`src/rtl/sleep_power_pkg.sv`:
```
// constants and carrier types for the sleep and module power control block
package sleep_power_pkg;
    // register indices; the offsets are this block's own choice
    localparam logic [1:0] ADDR_SLEEP_MODE_CONTROL = 2'h0;
    localparam logic [1:0] ADDR_CORE_CONTROL = 2'h1;
    localparam logic [1:0] ADDR_MODULE_POWER_REDUCTION = 2'h2;
    localparam logic [1:0] ADDR_POWER_STATUS = 2'h3;

    // sleep mode control fields
    localparam int SLEEP_ENABLE_POS = 0;
    localparam int SLEEP_MODE_LSB = 1;
    localparam int SLEEP_MODE_MSB = 2;
    localparam logic [7:0] SLEEP_MODE_CONTROL_RESET = 8'h00;
    localparam logic [7:0] SLEEP_MODE_CONTROL_MASK = 8'h07;

    // core control fields
    localparam int BROWNOUT_SLEEP_WE_POS = 5;
    localparam int BROWNOUT_SLEEP_POS = 6;

    // module power reduction fields
    localparam int GATE_CONVERTER_POS = 0;
    localparam int GATE_UNIVERSAL_SERIAL_POS = 1;
    localparam int GATE_TIMER_EIGHT_POS = 2;
    localparam int GATE_TIMER_SIXTEEN_POS = 3;
    localparam int GATE_SERIAL_PERIPH_POS = 4;
    localparam int GATE_LIN_UART_POS = 5;
    localparam int NUM_GATES = 6;
    localparam logic [7:0] MODULE_POWER_REDUCTION_RESET = 8'h00;
    localparam logic [7:0] MODULE_POWER_REDUCTION_MASK = 8'h3f;

    // status register fields
    localparam int STAT_ASLEEP_POS = 0;
    localparam int STAT_BOD_OFF_POS = 1;
    localparam int STAT_REF_ON_POS = 2;
    localparam int STAT_ARMED_POS = 3;
    localparam int STAT_SLEEP_BOD_POS = 4;

    // timed sequence figures in clock cycles
    localparam logic [2:0] BO_SLEEP_WINDOW_CYCLES = 3'h4;
    localparam logic [2:0] BO_SLEEP_ACTIVE_DELAY = 3'h3;
    localparam logic [2:0] BO_SLEEP_ACTIVE_HOLD = 3'h3;

    typedef enum logic [1:0] {
        MODE_IDLE = 2'h0,
        MODE_ADC_NOISE = 2'h1,
        MODE_POWER_DOWN = 2'h2,
        MODE_POWER_SAVE = 2'h3
    } sleep_mode_t;

    typedef struct packed {
        logic [1:0] addr;
        logic [7:0] wdata;
        logic wr;
        logic rd;
    } reg_req_t;

    typedef struct packed {
        logic brownout_fuse_on;
        logic debug_enable_fuse;
        logic watchdog_on;
        logic adc_enabled;
        logic comp_disabled;
        logic comp_uses_ref;
        logic timer_eight_async_select;
    } cfg_in_t;

    typedef struct packed {
        logic core_stopped;
        logic io_clock_on;
        logic converter_clock_on;
        logic async_clock_on;
        logic main_osc_on;
        logic brownout_on;
        logic comparator_on;
        logic adc_on;
        logic reference_on;
        logic watchdog_on;
        logic input_buffers_on;
    } power_out_t;
endpackage

```
`src/rtl/sleep_power_ctrl.sv`:
```
// sleep mode control, brown-out sleep sequence and per-module clock gating
//
// Design decisions made here: the register offsets and the strobed register port.
`default_nettype none

// Contract
// RL1: sleep control bits 7..3 read as zero and ignore writes.
// RL2: mode field bits 2..1: 00 idle, 01 noise reduce, 10 down, 11 save.
// RL3: sleep request only takes effect while sleep enable bit is one.
// RL4: brown-out sleep bit set only by enable write then timed write within four.
// RL5: brown-out sleep bit active three cycles after set, cleared three later.
// RL6: brown-out detector off in sleep only if sleep entered while bit active.
// RL7: enabled converter stays enabled in every sleep mode.
// RL8: comparator auto-off in power-down and power-save, else software decides; code keeps it on there while it uses the reference.
// RL9: comparator using the reference keeps the reference on in any mode.
// RL10: fuse-enabled brown-out detector stays on in all sleep modes; code turns it off in a sleep entered while brown-out sleep is active (RL6).
// RL11: enabled watchdog keeps running in all sleep modes.
// RL12: reference on only while detector, comparator or converter needs it.
// RL13: input buffers off when io and converter clocks both stop, except wake pins.
// RL14: debug fuse keeps main clock source running in every sleep mode.
// RL15: power reduction bits 7 and 6 read as zero.
// RL16: bit 5 stops the lin/uart clock.
// RL17: bit 4 stops the serial peripheral clock.
// RL18: bit 3 shuts down the sixteen-bit timer, resuming its state.
// RL19: bit 2 shuts down eight-bit timer only in synchronous mode.
// RL20: bit 1 stops the universal serial interface clock.
// RL21: bit 0 shuts down converter; comparator loses converter multiplexer.
// RL22: gated module state frozen, its registers blocked, restored on clear.
// RL23: each clock gate switches glitch-free.
module sleep_power_ctrl
    import sleep_power_pkg::*;
#(
    parameter int NUM_PINS = 8
) (
    // clock and reset
    input wire logic core_clk,
    input wire logic srst,
    // register port
    input wire sleep_power_pkg::reg_req_t req,
    output logic [7:0] rdata,
    // core handshake
    input wire logic sleep_instr,
    input wire logic wake_event,
    // fuses and peripheral configuration
    input wire sleep_power_pkg::cfg_in_t cfg,
    input wire logic [NUM_PINS-1:0] wake_pin_mask,
    // power and clock controls
    output sleep_power_pkg::power_out_t pwr,
    output logic [NUM_GATES-1:0] module_clock_en,
    output logic [NUM_GATES-1:0] module_io_block,
    output logic comp_mux_allowed,
    output logic [NUM_PINS-1:0] pin_buffer_en
);
    import sleep_power_pkg::*;

    logic sleep_enable_bit;
    sleep_mode_t sleep_mode_select;
    logic [7:0] module_power_reduction;
    logic brownout_sleep_write_enable;
    logic brownout_sleep_bit;
    logic [2:0] window_cnt;
    logic [2:0] bo_sleep_cnt;
    logic bo_sleep_active;
    logic asleep;
    sleep_mode_t active_mode;
    logic bod_off_in_sleep;
    logic [NUM_GATES-1:0] gate_req;
    logic next_ref_on;
    logic io_clk_run;
    logic adc_clk_run;

    function automatic logic is_deep(input sleep_mode_t m);
        is_deep = (m == MODE_POWER_DOWN) || (m == MODE_POWER_SAVE);
    endfunction

    function automatic logic is_reg(input logic [1:0] a, input logic [1:0] target);
        is_reg = (a == target);
    endfunction

    // sleep mode control register
    always_ff @(posedge core_clk) begin
        if (srst) begin
            sleep_enable_bit <= SLEEP_MODE_CONTROL_RESET[SLEEP_ENABLE_POS];
            sleep_mode_select <= MODE_IDLE;
        end else if (req.wr && is_reg(req.addr, ADDR_SLEEP_MODE_CONTROL)) begin
            sleep_enable_bit <= req.wdata[SLEEP_ENABLE_POS]; // RL3
            sleep_mode_select <= sleep_mode_t'(req.wdata[SLEEP_MODE_MSB:SLEEP_MODE_LSB]); // RL2
        end
    end

    // module power reduction register
    always_ff @(posedge core_clk) begin
        if (srst) begin
            module_power_reduction <= MODULE_POWER_REDUCTION_RESET;
        end else if (req.wr && is_reg(req.addr, ADDR_MODULE_POWER_REDUCTION)) begin
            module_power_reduction <= req.wdata & MODULE_POWER_REDUCTION_MASK; // RL15
        end
    end

    // timed brown-out sleep sequence: enable write opens a four-cycle window
    always_ff @(posedge core_clk) begin
        if (srst) begin
            brownout_sleep_write_enable <= 1'b0;
            window_cnt <= 3'h0;
        end else if (req.wr && is_reg(req.addr, ADDR_CORE_CONTROL)
                     && req.wdata[BROWNOUT_SLEEP_WE_POS] && req.wdata[BROWNOUT_SLEEP_POS]) begin
            brownout_sleep_write_enable <= 1'b1; // RL4
            window_cnt <= BO_SLEEP_WINDOW_CYCLES;
        end else if (req.wr && is_reg(req.addr, ADDR_CORE_CONTROL)) begin
            brownout_sleep_write_enable <= 1'b0;
            window_cnt <= 3'h0;
        end else if (window_cnt != 3'h0) begin
            window_cnt <= window_cnt - 3'h1;
            if (window_cnt == 3'h1) begin
                brownout_sleep_write_enable <= 1'b0;
            end
        end
    end

    // bit set on the timed write, active after three cycles, cleared three later
    always_ff @(posedge core_clk) begin
        if (srst) begin
            brownout_sleep_bit <= 1'b0;
            bo_sleep_cnt <= 3'h0;
            bo_sleep_active <= 1'b0;
        end else if (req.wr && is_reg(req.addr, ADDR_CORE_CONTROL) && window_cnt != 3'h0
                     && req.wdata[BROWNOUT_SLEEP_POS] && !req.wdata[BROWNOUT_SLEEP_WE_POS]) begin
            brownout_sleep_bit <= 1'b1; // RL4
            // the edge that raises active counts as the last of the delay
            bo_sleep_cnt <= BO_SLEEP_ACTIVE_DELAY - 3'h1;
            bo_sleep_active <= 1'b0;
        end else if (brownout_sleep_bit) begin
            if (bo_sleep_cnt != 3'h0) begin
                bo_sleep_cnt <= bo_sleep_cnt - 3'h1;
            end else if (!bo_sleep_active) begin
                bo_sleep_active <= 1'b1; // RL5
                bo_sleep_cnt <= BO_SLEEP_ACTIVE_HOLD - 3'h1;
            end else begin
                bo_sleep_active <= 1'b0; // RL5
                brownout_sleep_bit <= 1'b0;
            end
        end
    end

    // sleep entry and wake; a wake in the entry cycle still wins
    always_ff @(posedge core_clk) begin
        if (srst) begin
            asleep <= 1'b0;
            active_mode <= MODE_IDLE;
            bod_off_in_sleep <= 1'b0;
        end else if (wake_event) begin
            asleep <= 1'b0;
            bod_off_in_sleep <= 1'b0;
        end else if (sleep_instr && sleep_enable_bit && !asleep) begin
            asleep <= 1'b1; // RL3
            active_mode <= sleep_mode_select;
            bod_off_in_sleep <= bo_sleep_active; // RL6
        end
    end

    // glitch-free gating: request toggles only on a clock edge, so an
    // enable latched low externally yields whole pulses only
    always_comb begin
        gate_req = module_power_reduction[NUM_GATES-1:0]; // RL16 RL17 RL18 RL20 RL21
        gate_req[GATE_TIMER_EIGHT_POS] = module_power_reduction[GATE_TIMER_EIGHT_POS]
            && !cfg.timer_eight_async_select; // RL19
    end

    genvar g;
    generate
        for (g = 0; g < NUM_GATES; g++) begin : gen_gate
            always_ff @(posedge core_clk) begin
                if (srst) begin
                    module_clock_en[g] <= 1'b1;
                    module_io_block[g] <= 1'b0;
                end else begin
                    module_clock_en[g] <= !gate_req[g]; // RL23
                    module_io_block[g] <= gate_req[g]; // RL22
                end
            end
        end
    endgenerate

    always_ff @(posedge core_clk) begin
        if (srst) begin
            comp_mux_allowed <= 1'b1;
        end else begin
            comp_mux_allowed <= !module_power_reduction[GATE_CONVERTER_POS]; // RL21
        end
    end

    // clock domains per sleep mode
    always_comb begin
        io_clk_run = !asleep || (active_mode == MODE_IDLE);
        adc_clk_run = !asleep || !is_deep(active_mode);
        next_ref_on = (cfg.brownout_fuse_on && !(asleep && bod_off_in_sleep))
            || cfg.comp_uses_ref || cfg.adc_enabled; // RL9 RL12
    end

    always_ff @(posedge core_clk) begin
        if (srst) begin
            pwr <= '0;
            pin_buffer_en <= '0;
        end else begin
            pwr.core_stopped <= asleep;
            pwr.io_clock_on <= io_clk_run;
            pwr.converter_clock_on <= adc_clk_run;
            pwr.async_clock_on <= !asleep || (active_mode != MODE_POWER_DOWN);
            pwr.main_osc_on <= !asleep || !is_deep(active_mode) || cfg.debug_enable_fuse; // RL14
            pwr.brownout_on <= cfg.brownout_fuse_on && !(asleep && bod_off_in_sleep); // RL6 RL10
            pwr.comparator_on <= !cfg.comp_disabled
                && !(asleep && is_deep(active_mode) && !cfg.comp_uses_ref); // RL8 RL9
            pwr.adc_on <= cfg.adc_enabled && !module_power_reduction[GATE_CONVERTER_POS]; // RL7
            pwr.reference_on <= next_ref_on; // RL12
            pwr.watchdog_on <= cfg.watchdog_on; // RL11
            pwr.input_buffers_on <= io_clk_run || adc_clk_run;
            pin_buffer_en <= (io_clk_run || adc_clk_run) ? '1 : wake_pin_mask; // RL13
        end
    end

    // register read, data in the cycle after the strobe
    always_ff @(posedge core_clk) begin
        if (srst) begin
            rdata <= 8'h00;
        end else if (req.rd) begin
            case (req.addr)
                ADDR_SLEEP_MODE_CONTROL: begin
                    rdata <= {5'h00, sleep_mode_select, sleep_enable_bit}; // RL1
                end
                ADDR_CORE_CONTROL: begin
                    rdata <= 8'h00;
                    rdata[BROWNOUT_SLEEP_POS] <= brownout_sleep_bit;
                    rdata[BROWNOUT_SLEEP_WE_POS] <= brownout_sleep_write_enable;
                end
                ADDR_MODULE_POWER_REDUCTION: begin
                    rdata <= module_power_reduction & MODULE_POWER_REDUCTION_MASK; // RL15
                end
                ADDR_POWER_STATUS: begin
                    rdata <= 8'h00;
                    rdata[STAT_ASLEEP_POS] <= asleep;
                    rdata[STAT_BOD_OFF_POS] <= bod_off_in_sleep;
                    rdata[STAT_REF_ON_POS] <= next_ref_on;
                    rdata[STAT_ARMED_POS] <= bo_sleep_active;
                    rdata[STAT_SLEEP_BOD_POS] <= cfg.brownout_fuse_on;
                end
                default: begin
                    rdata <= 8'h00;
                end
            endcase
        end else begin
            rdata <= 8'h00;
        end
    end
endmodule

`default_nettype wire

```
`config.mk`:
```
export PLATFORM = sky130hd
export DESIGN_NAME = sleep_power_ctrl
export DESIGN_NICKNAME = d
export VERILOG_FILES = /design/src/rtl/sleep_power_pkg.sv /design/src/rtl/sleep_power_ctrl.sv
export SDC_FILE = /design/constraint.sdc
export NUM_CORES = 1
export LEC_CHECK = 0
export ABC_AREA = 1
export BUFFER_PORTS_ARGS = -buffer_cell sky130_fd_sc_hd__buf_2
export CORE_ASPECT_RATIO = 1.25
export CORE_MARGIN = 8
export CORE_UTILIZATION = 40
export DETAILED_ROUTE_END_ITERATION = 8
export HOLD_SLACK_MARGIN = 0.03
export MAX_ROUTING_LAYER = met4
export PLACE_DENSITY = 0.76
export SYNTH_ARGS = -nofsm -noshare
export SYNTH_HDL_FRONTEND = slang
export SYNTH_SLANG_ARGS = --single-unit
```
`constraint.sdc`:
```
create_clock -name core_clk -period 1.4 [get_ports core_clk]
set_input_delay 0.07 -clock core_clk [delete_from_list [all_inputs] [get_ports core_clk]]
set_output_delay 0.07 -clock core_clk [all_outputs]
set_load 0.01 [all_outputs]
```
# After elaboration in Yosys (flattened, before gate mapping)
# Index checks and enable logic that the tools add are counted.
# totals
register_bits,61
inputBits,31
out_inout_bits,40
word_cells,124
# classes
addsub,2
eq_ne,9
n_mux,17
bitwise_logic,3
reduce_logical,55
# op_table
op,count
$pmux 8 s4,1
$logic_and 1x1->1,17
$mux 3,5
$logic_not 1->1,14
$reduce_bool 3->1,4
$reduce_and 2->1,5
$eq 2x2->1 const B,4
$logic_or 1x1->1,8
$mux 1,8
$mux 8,1
$reduce_or 2->1,3
$sub 3x1->3 const B,2
$logic_not 2->1,2
$mux 2,2
$eq 3x1->1 const B,1
$ne 3x1->1 const B,1
$not 1->1,3
$reduce_or 3->1,1
$eq 2x1->1 const B,1
$ne 2x1->1 const B,1
$ne 2x2->1 const B,1
$reduce_bool 2->1,1

# Longest topological paths before layout
# Gate-level depths: netlist of run 1.
# logic_depth
word_depth,7
mapped_depth,10
mapped_depth_nobuf,10

# Worst setup path before layout of run 1
# Ideal clock, no wire load.
# synth_path
path_kind,register to register
from,reg bo_sleep_cnt[0]
to,reg bo_sleep_cnt[1]
setup_time_ps,109
t_arrival_ps,1081
required_ps,1291
path_slack_ps,210
stages_incl_launch_ff,10
n_path_buf,0
synth_period_minus_slack_ps,1190
path_cell_list,dfxtp_1 inv_1 ha_1 ha_1 nand2_1 nand2_1 nand2_1 nand3_1 nand2_1 inv_1
# synth_via
elab_chain_len,4
elab_cells_between_ends,7
classes_between,add/sub: 1; eq/ne: 1; mux: 3; reduce/logical: 2
# synth_lines
element,line,rtl
"start, declared",sleep_power_ctrl.sv:62,logic [2:0] bo_sleep_cnt;
"start signal, assigned",sleep_power_ctrl.sv:130,bo_sleep_cnt <= BO_SLEEP_ACTIVE_DELAY - 3'h1;
"start signal, assigned",sleep_power_ctrl.sv:134,bo_sleep_cnt <= bo_sleep_cnt - 3'h1;
"start signal, assigned",sleep_power_ctrl.sv:137,bo_sleep_cnt <= BO_SLEEP_ACTIVE_HOLD - 3'h1;
$sub 3x1->3 or $reduce_bool 3->1 (tied branches),"sleep_power_ctrl.sv:134, sleep_power_ctrl.sv:133",
$mux 3,sleep_power_ctrl.sv:133,if (bo_sleep_cnt != 3'h0) begin
$mux 2,sleep_power_ctrl.sv:132,end else if (brownout_sleep_bit) begin
$mux 2,sleep_power_ctrl.sv:126,"end else if (req.wr && is_reg(req.addr, ADDR_CORE_CONTROL) && window_cnt != 3'h0"
# Several ways; a longest one is shown, not always the timed one. The select of a mux whose other input is x is not followed.
# A chain may end at the register's enable or synchronous reset.

# Worst setup path after layout of run 1
# Ends and elaborated chain as after synthesis.

==> out/summary.txt, run 1 <==
outcome -> finished, final reports clean
Worst-Skew Late Latency -> 0.34 ns
Detail Placement HPWL -> 3.68 mm
largest net degree at the start of global routing -> 16
HP Start -> req[5]
Finished Layout Cells -> 426
largest family of logic cells by synthesized area -> simple AND/OR/NAND/NOR gates
top-count cell post-synth -> nand2_1
Crit path largest cell delay -> 0.31 ns
post-synth top area cell -> dfxtp_1
Initial Util -> 41.6%
Comb power frac -> 13.6%
clock share of power -> 42.3%
H-tree depth -> 3
mux contribution to synthesized area -> 0%
CTS tree -> done
WP data arrival -> 1.52 ns
Residual DRC -> 0
Worst Hold Path Cells -> 3
initial antenna violation count -> 0
Leak -> 1.47 nW
reg2reg start -> bo_sleep_cnt[0]
post-synthesis average cell area -> 8.10 sq um
Post-synth EDFFs -> 0
DRT Wirelength -> 5.24 mm
sw frac -> 24.2%
# clock sinks -> 60
die height -> 97.6 microns
Clk pin slew, worst setup/hold paths -> 0.07 ns
Die X -> 81.3 microns
synthesized area -> 2130 sq um
pre-CTS setup slack -> 0.0618 ns
Final nets -> 396
layout cell share with drive strength beyond 1 -> 27.7%
PD cells -> 1420 nW/um^2
clock root buffer -> clkbuf_8
DR WL/cell -> 12.3 microns
row cnt -> 29
start point of the critical path -> bo_sleep_cnt[0]
P_int -> 0.00320 W
FF-to-FF End -> bo_sleep_cnt[1]
top cells by area, synth -> dfxtp_1 56%, nand2_1 11%, inv_1 7.6%
Net Switching -> 0.00102 W
CP Cell Sequence -> inv_2, ha_2, ha_2, nand2_1, nand2_2, inv_1, nand2_1, nand3_1, nand2_1, inv_1
Cells after Synth -> 263
worst path required time -> 1.64 ns
Clock Tree Buf Depth -> 2
Critical-path top delay cell -> dfxtp_1
Final Hold Vio Count -> 0
vias per cell -> 4.47
min Tclk post-route -> 1.29 ns
Synth Area in Simple Gates -> 19.2%
initial drt markers -> 83
Max Fclk -> 776 MHz
First-pass DRT Iterations -> 5
Worst VDD drop -> 0.720 mV
YS warnings -> 0
CP dominant cell by count -> nand2_1
final setup TNS -> 0 ns
post-route ant nets -> 0
Compound-Gate Fraction of Synth Area -> 9.57%
final count of pins violating max slew -> 0
fraction of registers with async set or reset after synthesis -> 0%
Hold Path Class -> input pin to flip-flop
P&R area growth vs syn -> 40.0%
post-synthesis sequential area ratio -> 56.4%
Crit Path Category -> flip-flop to flip-flop
Overflow after GRT -> 0
diodes inserted -> 0
Die ar. -> 7930 sq um
vias post-DR -> 1904
vias in the first global route -> 1810
clock skew -> 0.00612 ns
Buffers & Inverters on Critical Path -> 3
startpoint class of the critical path -> flip-flop
PortBufs -> 68
adder-cell share of the synthesized area -> 3.52%
share of the synthesized area in the top cell type -> 56.4%
worst reg2reg path depth -> 10
hold path endpoint -> module_power_reduction[3]
Synth Flop Type -> dfxtp_1
sequential share of power -> 44.1%
Finish-stage setup viols -> 0
Mapped Nets -> 300
most frequent cells after synthesis -> 63 x nand2_1, 60 x dfxtp_1, 43 x inv_1
placed cell count -> 388
Seq cells post-synth -> 60
total track usage -> 13.5%
CP endpoint kind -> flip-flop
Core Footprint -> 5120 sq um
XOR/XNOR Fraction of Synth Area -> 0.822%
gpl congestion -> 0.816
CTS Buf Count -> 9
crit path max fanout -> 5
first-pass GRT wire length -> 8.00 mm
maxcap violations -> 0
fin worst setup slack -> 0.111 ns
Reg2Reg Setup Slack -> 0.11 ns
# IOs -> 71
fin crit share -> 92.0%
Pwr Total -> 0.00423 W
post-synthesis cell type count -> 23
Largest delay share family, worst path -> adder cells
Final Util -> 58.3%
-- cell usage in the layout (no fill, tap or decap), drive strengths merged --
cell	count
a21oi	18
a31oi	1
buf	72
bufinv	2
clkbuf	12
clkinv	2
conb	1
dfxtp	60
dlygate4sd3	21
ha	6
inv	45
nand2	64
nand3	4
nor2	30
nor3	4
o211ai	2
o21ai	17
or2	1
xor2	2
-- metal layers --
layer	GRT usage [%]	vias up	share of wire, %
met5	-	-	0
met4	8.83	0	2.9
met3	5.28	18	10
met2	20.8	74	45
met1	13.7	825	41
li1	-	987	-
-- worst reg2reg max path, stage by stage (launching register included) --
cell and delay (ns):
dfxtp_1 0.31, inv_2 0.06, ha_2 0.17, ha_2 0.19, nand2_1 0.08, nand2_2 0.10, inv_1 0.06, nand2_1 0.05
nand3_1 0.07, nand2_1 0.06, inv_1 0.04
-- layout make-up --
cell class | instances | area [sq um]
Clock buffer | 12 | 165
Clock inverter | 4 | 70.1
Fill cell | 446 | 2130
Inverter | 45 | 169
Multi-Input combinational cell | 150 | 719
Sequential cell | 60 | 1200
Tap cell | 62 | 77.6
Timing Repair Buffer | 93 | 581
-- sequential cells by signal, indices dropped and copies added, names as in the netlist, 2 cells and up --
signal,count
rdata,7
sleep_mode_select,2
module_io_block,6
pin_buffer_en,8
pwr,11
module_clock_en,5
window_cnt,3
module_power_reduction,6
bo_sleep_cnt,3
active_mode,2
-- power groups by stage --
stage          Combinational (W)  Clock, W  Sequential (W)
2_1_floorplan           0.000330         0         0.00191
5_1_grt                 0.000648   0.00191         0.00187
3_5_place_dp            0.000517         0         0.00190
6_report                0.000574   0.00179         0.00187
4_1_cts                 0.000567   0.00181         0.00186
3_3_place_gp            0.000495         0         0.00189
-- cells by family after synthesis --
kind of cell               after synthesis
AOI/OAI and AO/OA                       38
xor gates and xnor gates                 2
adders and majority gates                6
buffers and inverters                   53
DFF                                     60
other                                    1
and+or+nand+nor                        103
-- worst max-delay path by stage --
stage	cells after the start	endpoint	slack [ns]
after floorplan	9	bo_sleep_cnt[1]	0.21
after global placement	10	bo_sleep_cnt[1]	0.13
after detailed placement	8	bo_sleep_cnt[2]	0.06
after CTS	8	bo_sleep_cnt[2]	0.05
after global routing	8	bo_sleep_cnt[2]	-0.007
final	10	bo_sleep_cnt[1]	0.11
-- stage by stage --
| step | cell area, sq um | hold WS, ns |
|---|---|---|
| after floorplan | 2130 | 0.149 |
| after global placement | 2520 | 0.235 |
| after detailed placement | 2520 | 0.237 |
| after CTS | 2960 | 0.0356 |
| after global routing | 2980 | 0.0592 |
| final | 2980 | 0.0449 |
-- timing repair --
action / CTS / global route
hold endpoints to repair: 25 / 1
hold buffers: 20 / 1
gates resized for setup: 0 / 6
buffers inserted: 0 / 1
endpoints found under the setup margin: 0 / 6
No activity file was read; power rests on OpenSTA's default activity.
==> run 2: changes to the inputs <==
--- a/config.mk
+++ b/config.mk
@@ -8,7 +8,7 @@
 export ABC_AREA = 1
 export BUFFER_PORTS_ARGS = -buffer_cell sky130_fd_sc_hd__buf_2
 export CORE_ASPECT_RATIO = 1.25
-export CORE_MARGIN = 8
+export CORE_MARGIN = 1.5
 export CORE_UTILIZATION = 40
 export DETAILED_ROUTE_END_ITERATION = 8
 export HOLD_SLACK_MARGIN = 0.03
==> run 2 against run 1 <==
Net effect:
- setup slack got worse by 0.030 ns
- fmax fell by 2.3%
- largest power group unchanged
- utilization fell by 0.17 points
- clock skew fell by 0.00087 ns
- highest routed layer unchanged
- register-to-register slack got worse by 0.03 ns
- routed wire length fell by 12%
- hold slack got worse by 0.0083 ns
- sequential power barely moved
- power fell by 0.68%
- non-clock buffer count fell by 1
- critical path type unchanged
- via count fell by 1.1%
- critical path depth fell by 6
==> out/summary.txt, run 2 (synthesis results as in run 1) <==
startpoint class of the critical path -> flip-flop
wire length on met1 -> 1.95 mm
Detail Placement HPWL -> 3.16 mm
max reg flops -> 11
Worst Hold Path Cells -> 3
die height -> 84.6 microns
total track usage -> 17.3%
CTS Buf Count -> 9
fin worst setup slack -> 0.0817 ns
DR WL/cell -> 10.9 microns
P&R area growth vs syn -> 39.6%
pre-CTS setup slack -> 0.0814 ns
Worst-Skew Late Latency -> 0.33 ns
DRT Wirelength -> 4.62 mm
PD cells -> 1410 nW/um^2
post-route ant nets -> 0
crit path max fanout -> 6
Leak -> 1.46 nW
placed cell count -> 387
vias in the first global route -> 1736
outcome -> finished, final reports clean
Worst VDD drop -> 0.860 mV
biggest regs -> pwr: 11 flops, pin_buffer_en: 8 flops, rdata: 7 flops
Finish-stage setup viols -> 0
Crit Path Category -> flip-flop to flip-flop
CTS tree -> done
commonest non-fill, non-tap cells in the layout -> 68 x buf_2, 61 x nand2_1, 60 x dfxtp_1
highest metal used -> met4
Reg2Reg Setup Slack -> 0.08 ns
PortBufs -> 68
vias per cell -> 4.43
layout cell share with drive strength beyond 1 -> 26.4%
fin crit share -> 94.2%
Clock Tree Buf Depth -> 2
gpl congestion -> 0.792
final count of pins violating max slew -> 0
worst path required time -> 1.62 ns
worst hold slack -> 0.0366 ns
First-pass DRT Iterations -> 4
min Tclk post-route -> 1.32 ns
maxcap violations -> 0
Setup Fix Bufs, Post-CTS -> 0
Final Util -> 58.2%
Die X -> 68.3 microns
filler cell count -> 447
H-tree depth -> 3
Hold Path Class -> input pin to flip-flop
Most flops, register -> pwr
Core Footprint -> 5120 sq um
Overflow after GRT -> 0
Residual DRC -> 0
Final nets -> 395
WP data arrival -> 1.54 ns
largest net degree at the start of global routing -> 16
vias post-DR -> 1883
commonest non-fill, non-tap cell in the layout -> buf_2
hold path endpoint -> module_power_reduction[5]
reg2reg start -> asleep
initial antenna violation count -> 0
# clock sinks -> 60
clock root buffer -> clkbuf_8
Initial Util -> 41.6%
Clk pin slew, worst setup/hold paths -> 0.06 ns
Final Hold Vio Count -> 0
HP Start -> req[7]
row cnt -> 29
DR WL met2 -> 2.21 mm
FF-to-FF End -> pwr[4]
clock skew -> 0.00525 ns
first-pass GRT wire length -> 7.02 mm
Finished Layout Cells -> 425
# IOs -> 71
Max Fclk -> 759 MHz
metal3 WL -> 402 microns
diodes inserted -> 0
CP endpoint kind -> flip-flop
worst reg2reg path depth -> 4
initial drt markers -> 76
Die ar. -> 5780 sq um
-- run 2: how the worst max path moves through the flow --
stage / slack, ns / to / cells past startpoint / start
floorplan: 0.21 / bo_sleep_cnt[1] / 9 / bo_sleep_cnt[0]
global placement: 0.14 / bo_sleep_cnt[1] / 10 / bo_sleep_cnt[0]
detailed placement: 0.08 / bo_sleep_cnt[2] / 8 / window_cnt[0]
CTS: 0.07 / bo_sleep_cnt[0] / 7 / bo_sleep_cnt[1]
global route: -0.006 / bo_sleep_cnt[0] / 8 / window_cnt[0]
finish: 0.08 / pwr[4] / 4 / asleep
-- run 2: power by group --
part	internal (W)	switching [W]
clock	0.00114	0.000631
combinational	0.000251	0.000310
sequential	0.00181	0.0000537
-- run 2: per-stage QoR --
| stage | instance area [sq um] | setup TNS [ns] | total power, W |
|---|---|---|---|
| 2_1_floorplan | 2130 | 0 | 0.00224 |
| 3_3_place_gp | 2510 | 0 | 0.00238 |
| 3_5_place_dp | 2510 | 0 | 0.00240 |
| 4_1_cts | 2970 | 0 | 0.00422 |
| 5_1_grt | 2980 | -0.00584 | 0.00442 |
| 6_report | 2980 | 0 | 0.00420 |
-- run 2: area by class of cell --
cell class	instances	area [sq um]	area share (%)
clock buffers	12	165	5.55
clock inverters	4	70.1	2.35
inverters	45	169	5.68
multi-input cells	150	717	24.1
flip-flops and latches	60	1200	40.4
well taps	62	77.6	2.61
repair buffers	92	576	19.3
-- run 2: worst max-delay path: stages, from the launching register on --
cell           delay, ns
dfxtp_1             0.42
nand2_1             0.10
nor2_1              0.09
nor3_1              0.04
dlygate4sd3_1       0.55
-- run 2: per-layer routing --
layer,global-route usage [%],vias up
met3,7.64,6
met1,17.1,819
met4,7.64,0
li1,-,987
met5,-,-
met2,28.7,71
-- run 2: repair_timing --
| item | 4_1_cts | 5_1_grt |
|---|---|---|
| gates resized for setup | 0 | 3 |
| hold buffers | 22 | 0 |
| setup endpoints to repair | 0 | 5 |
| endpoints found under the hold margin | 24 | 0 |
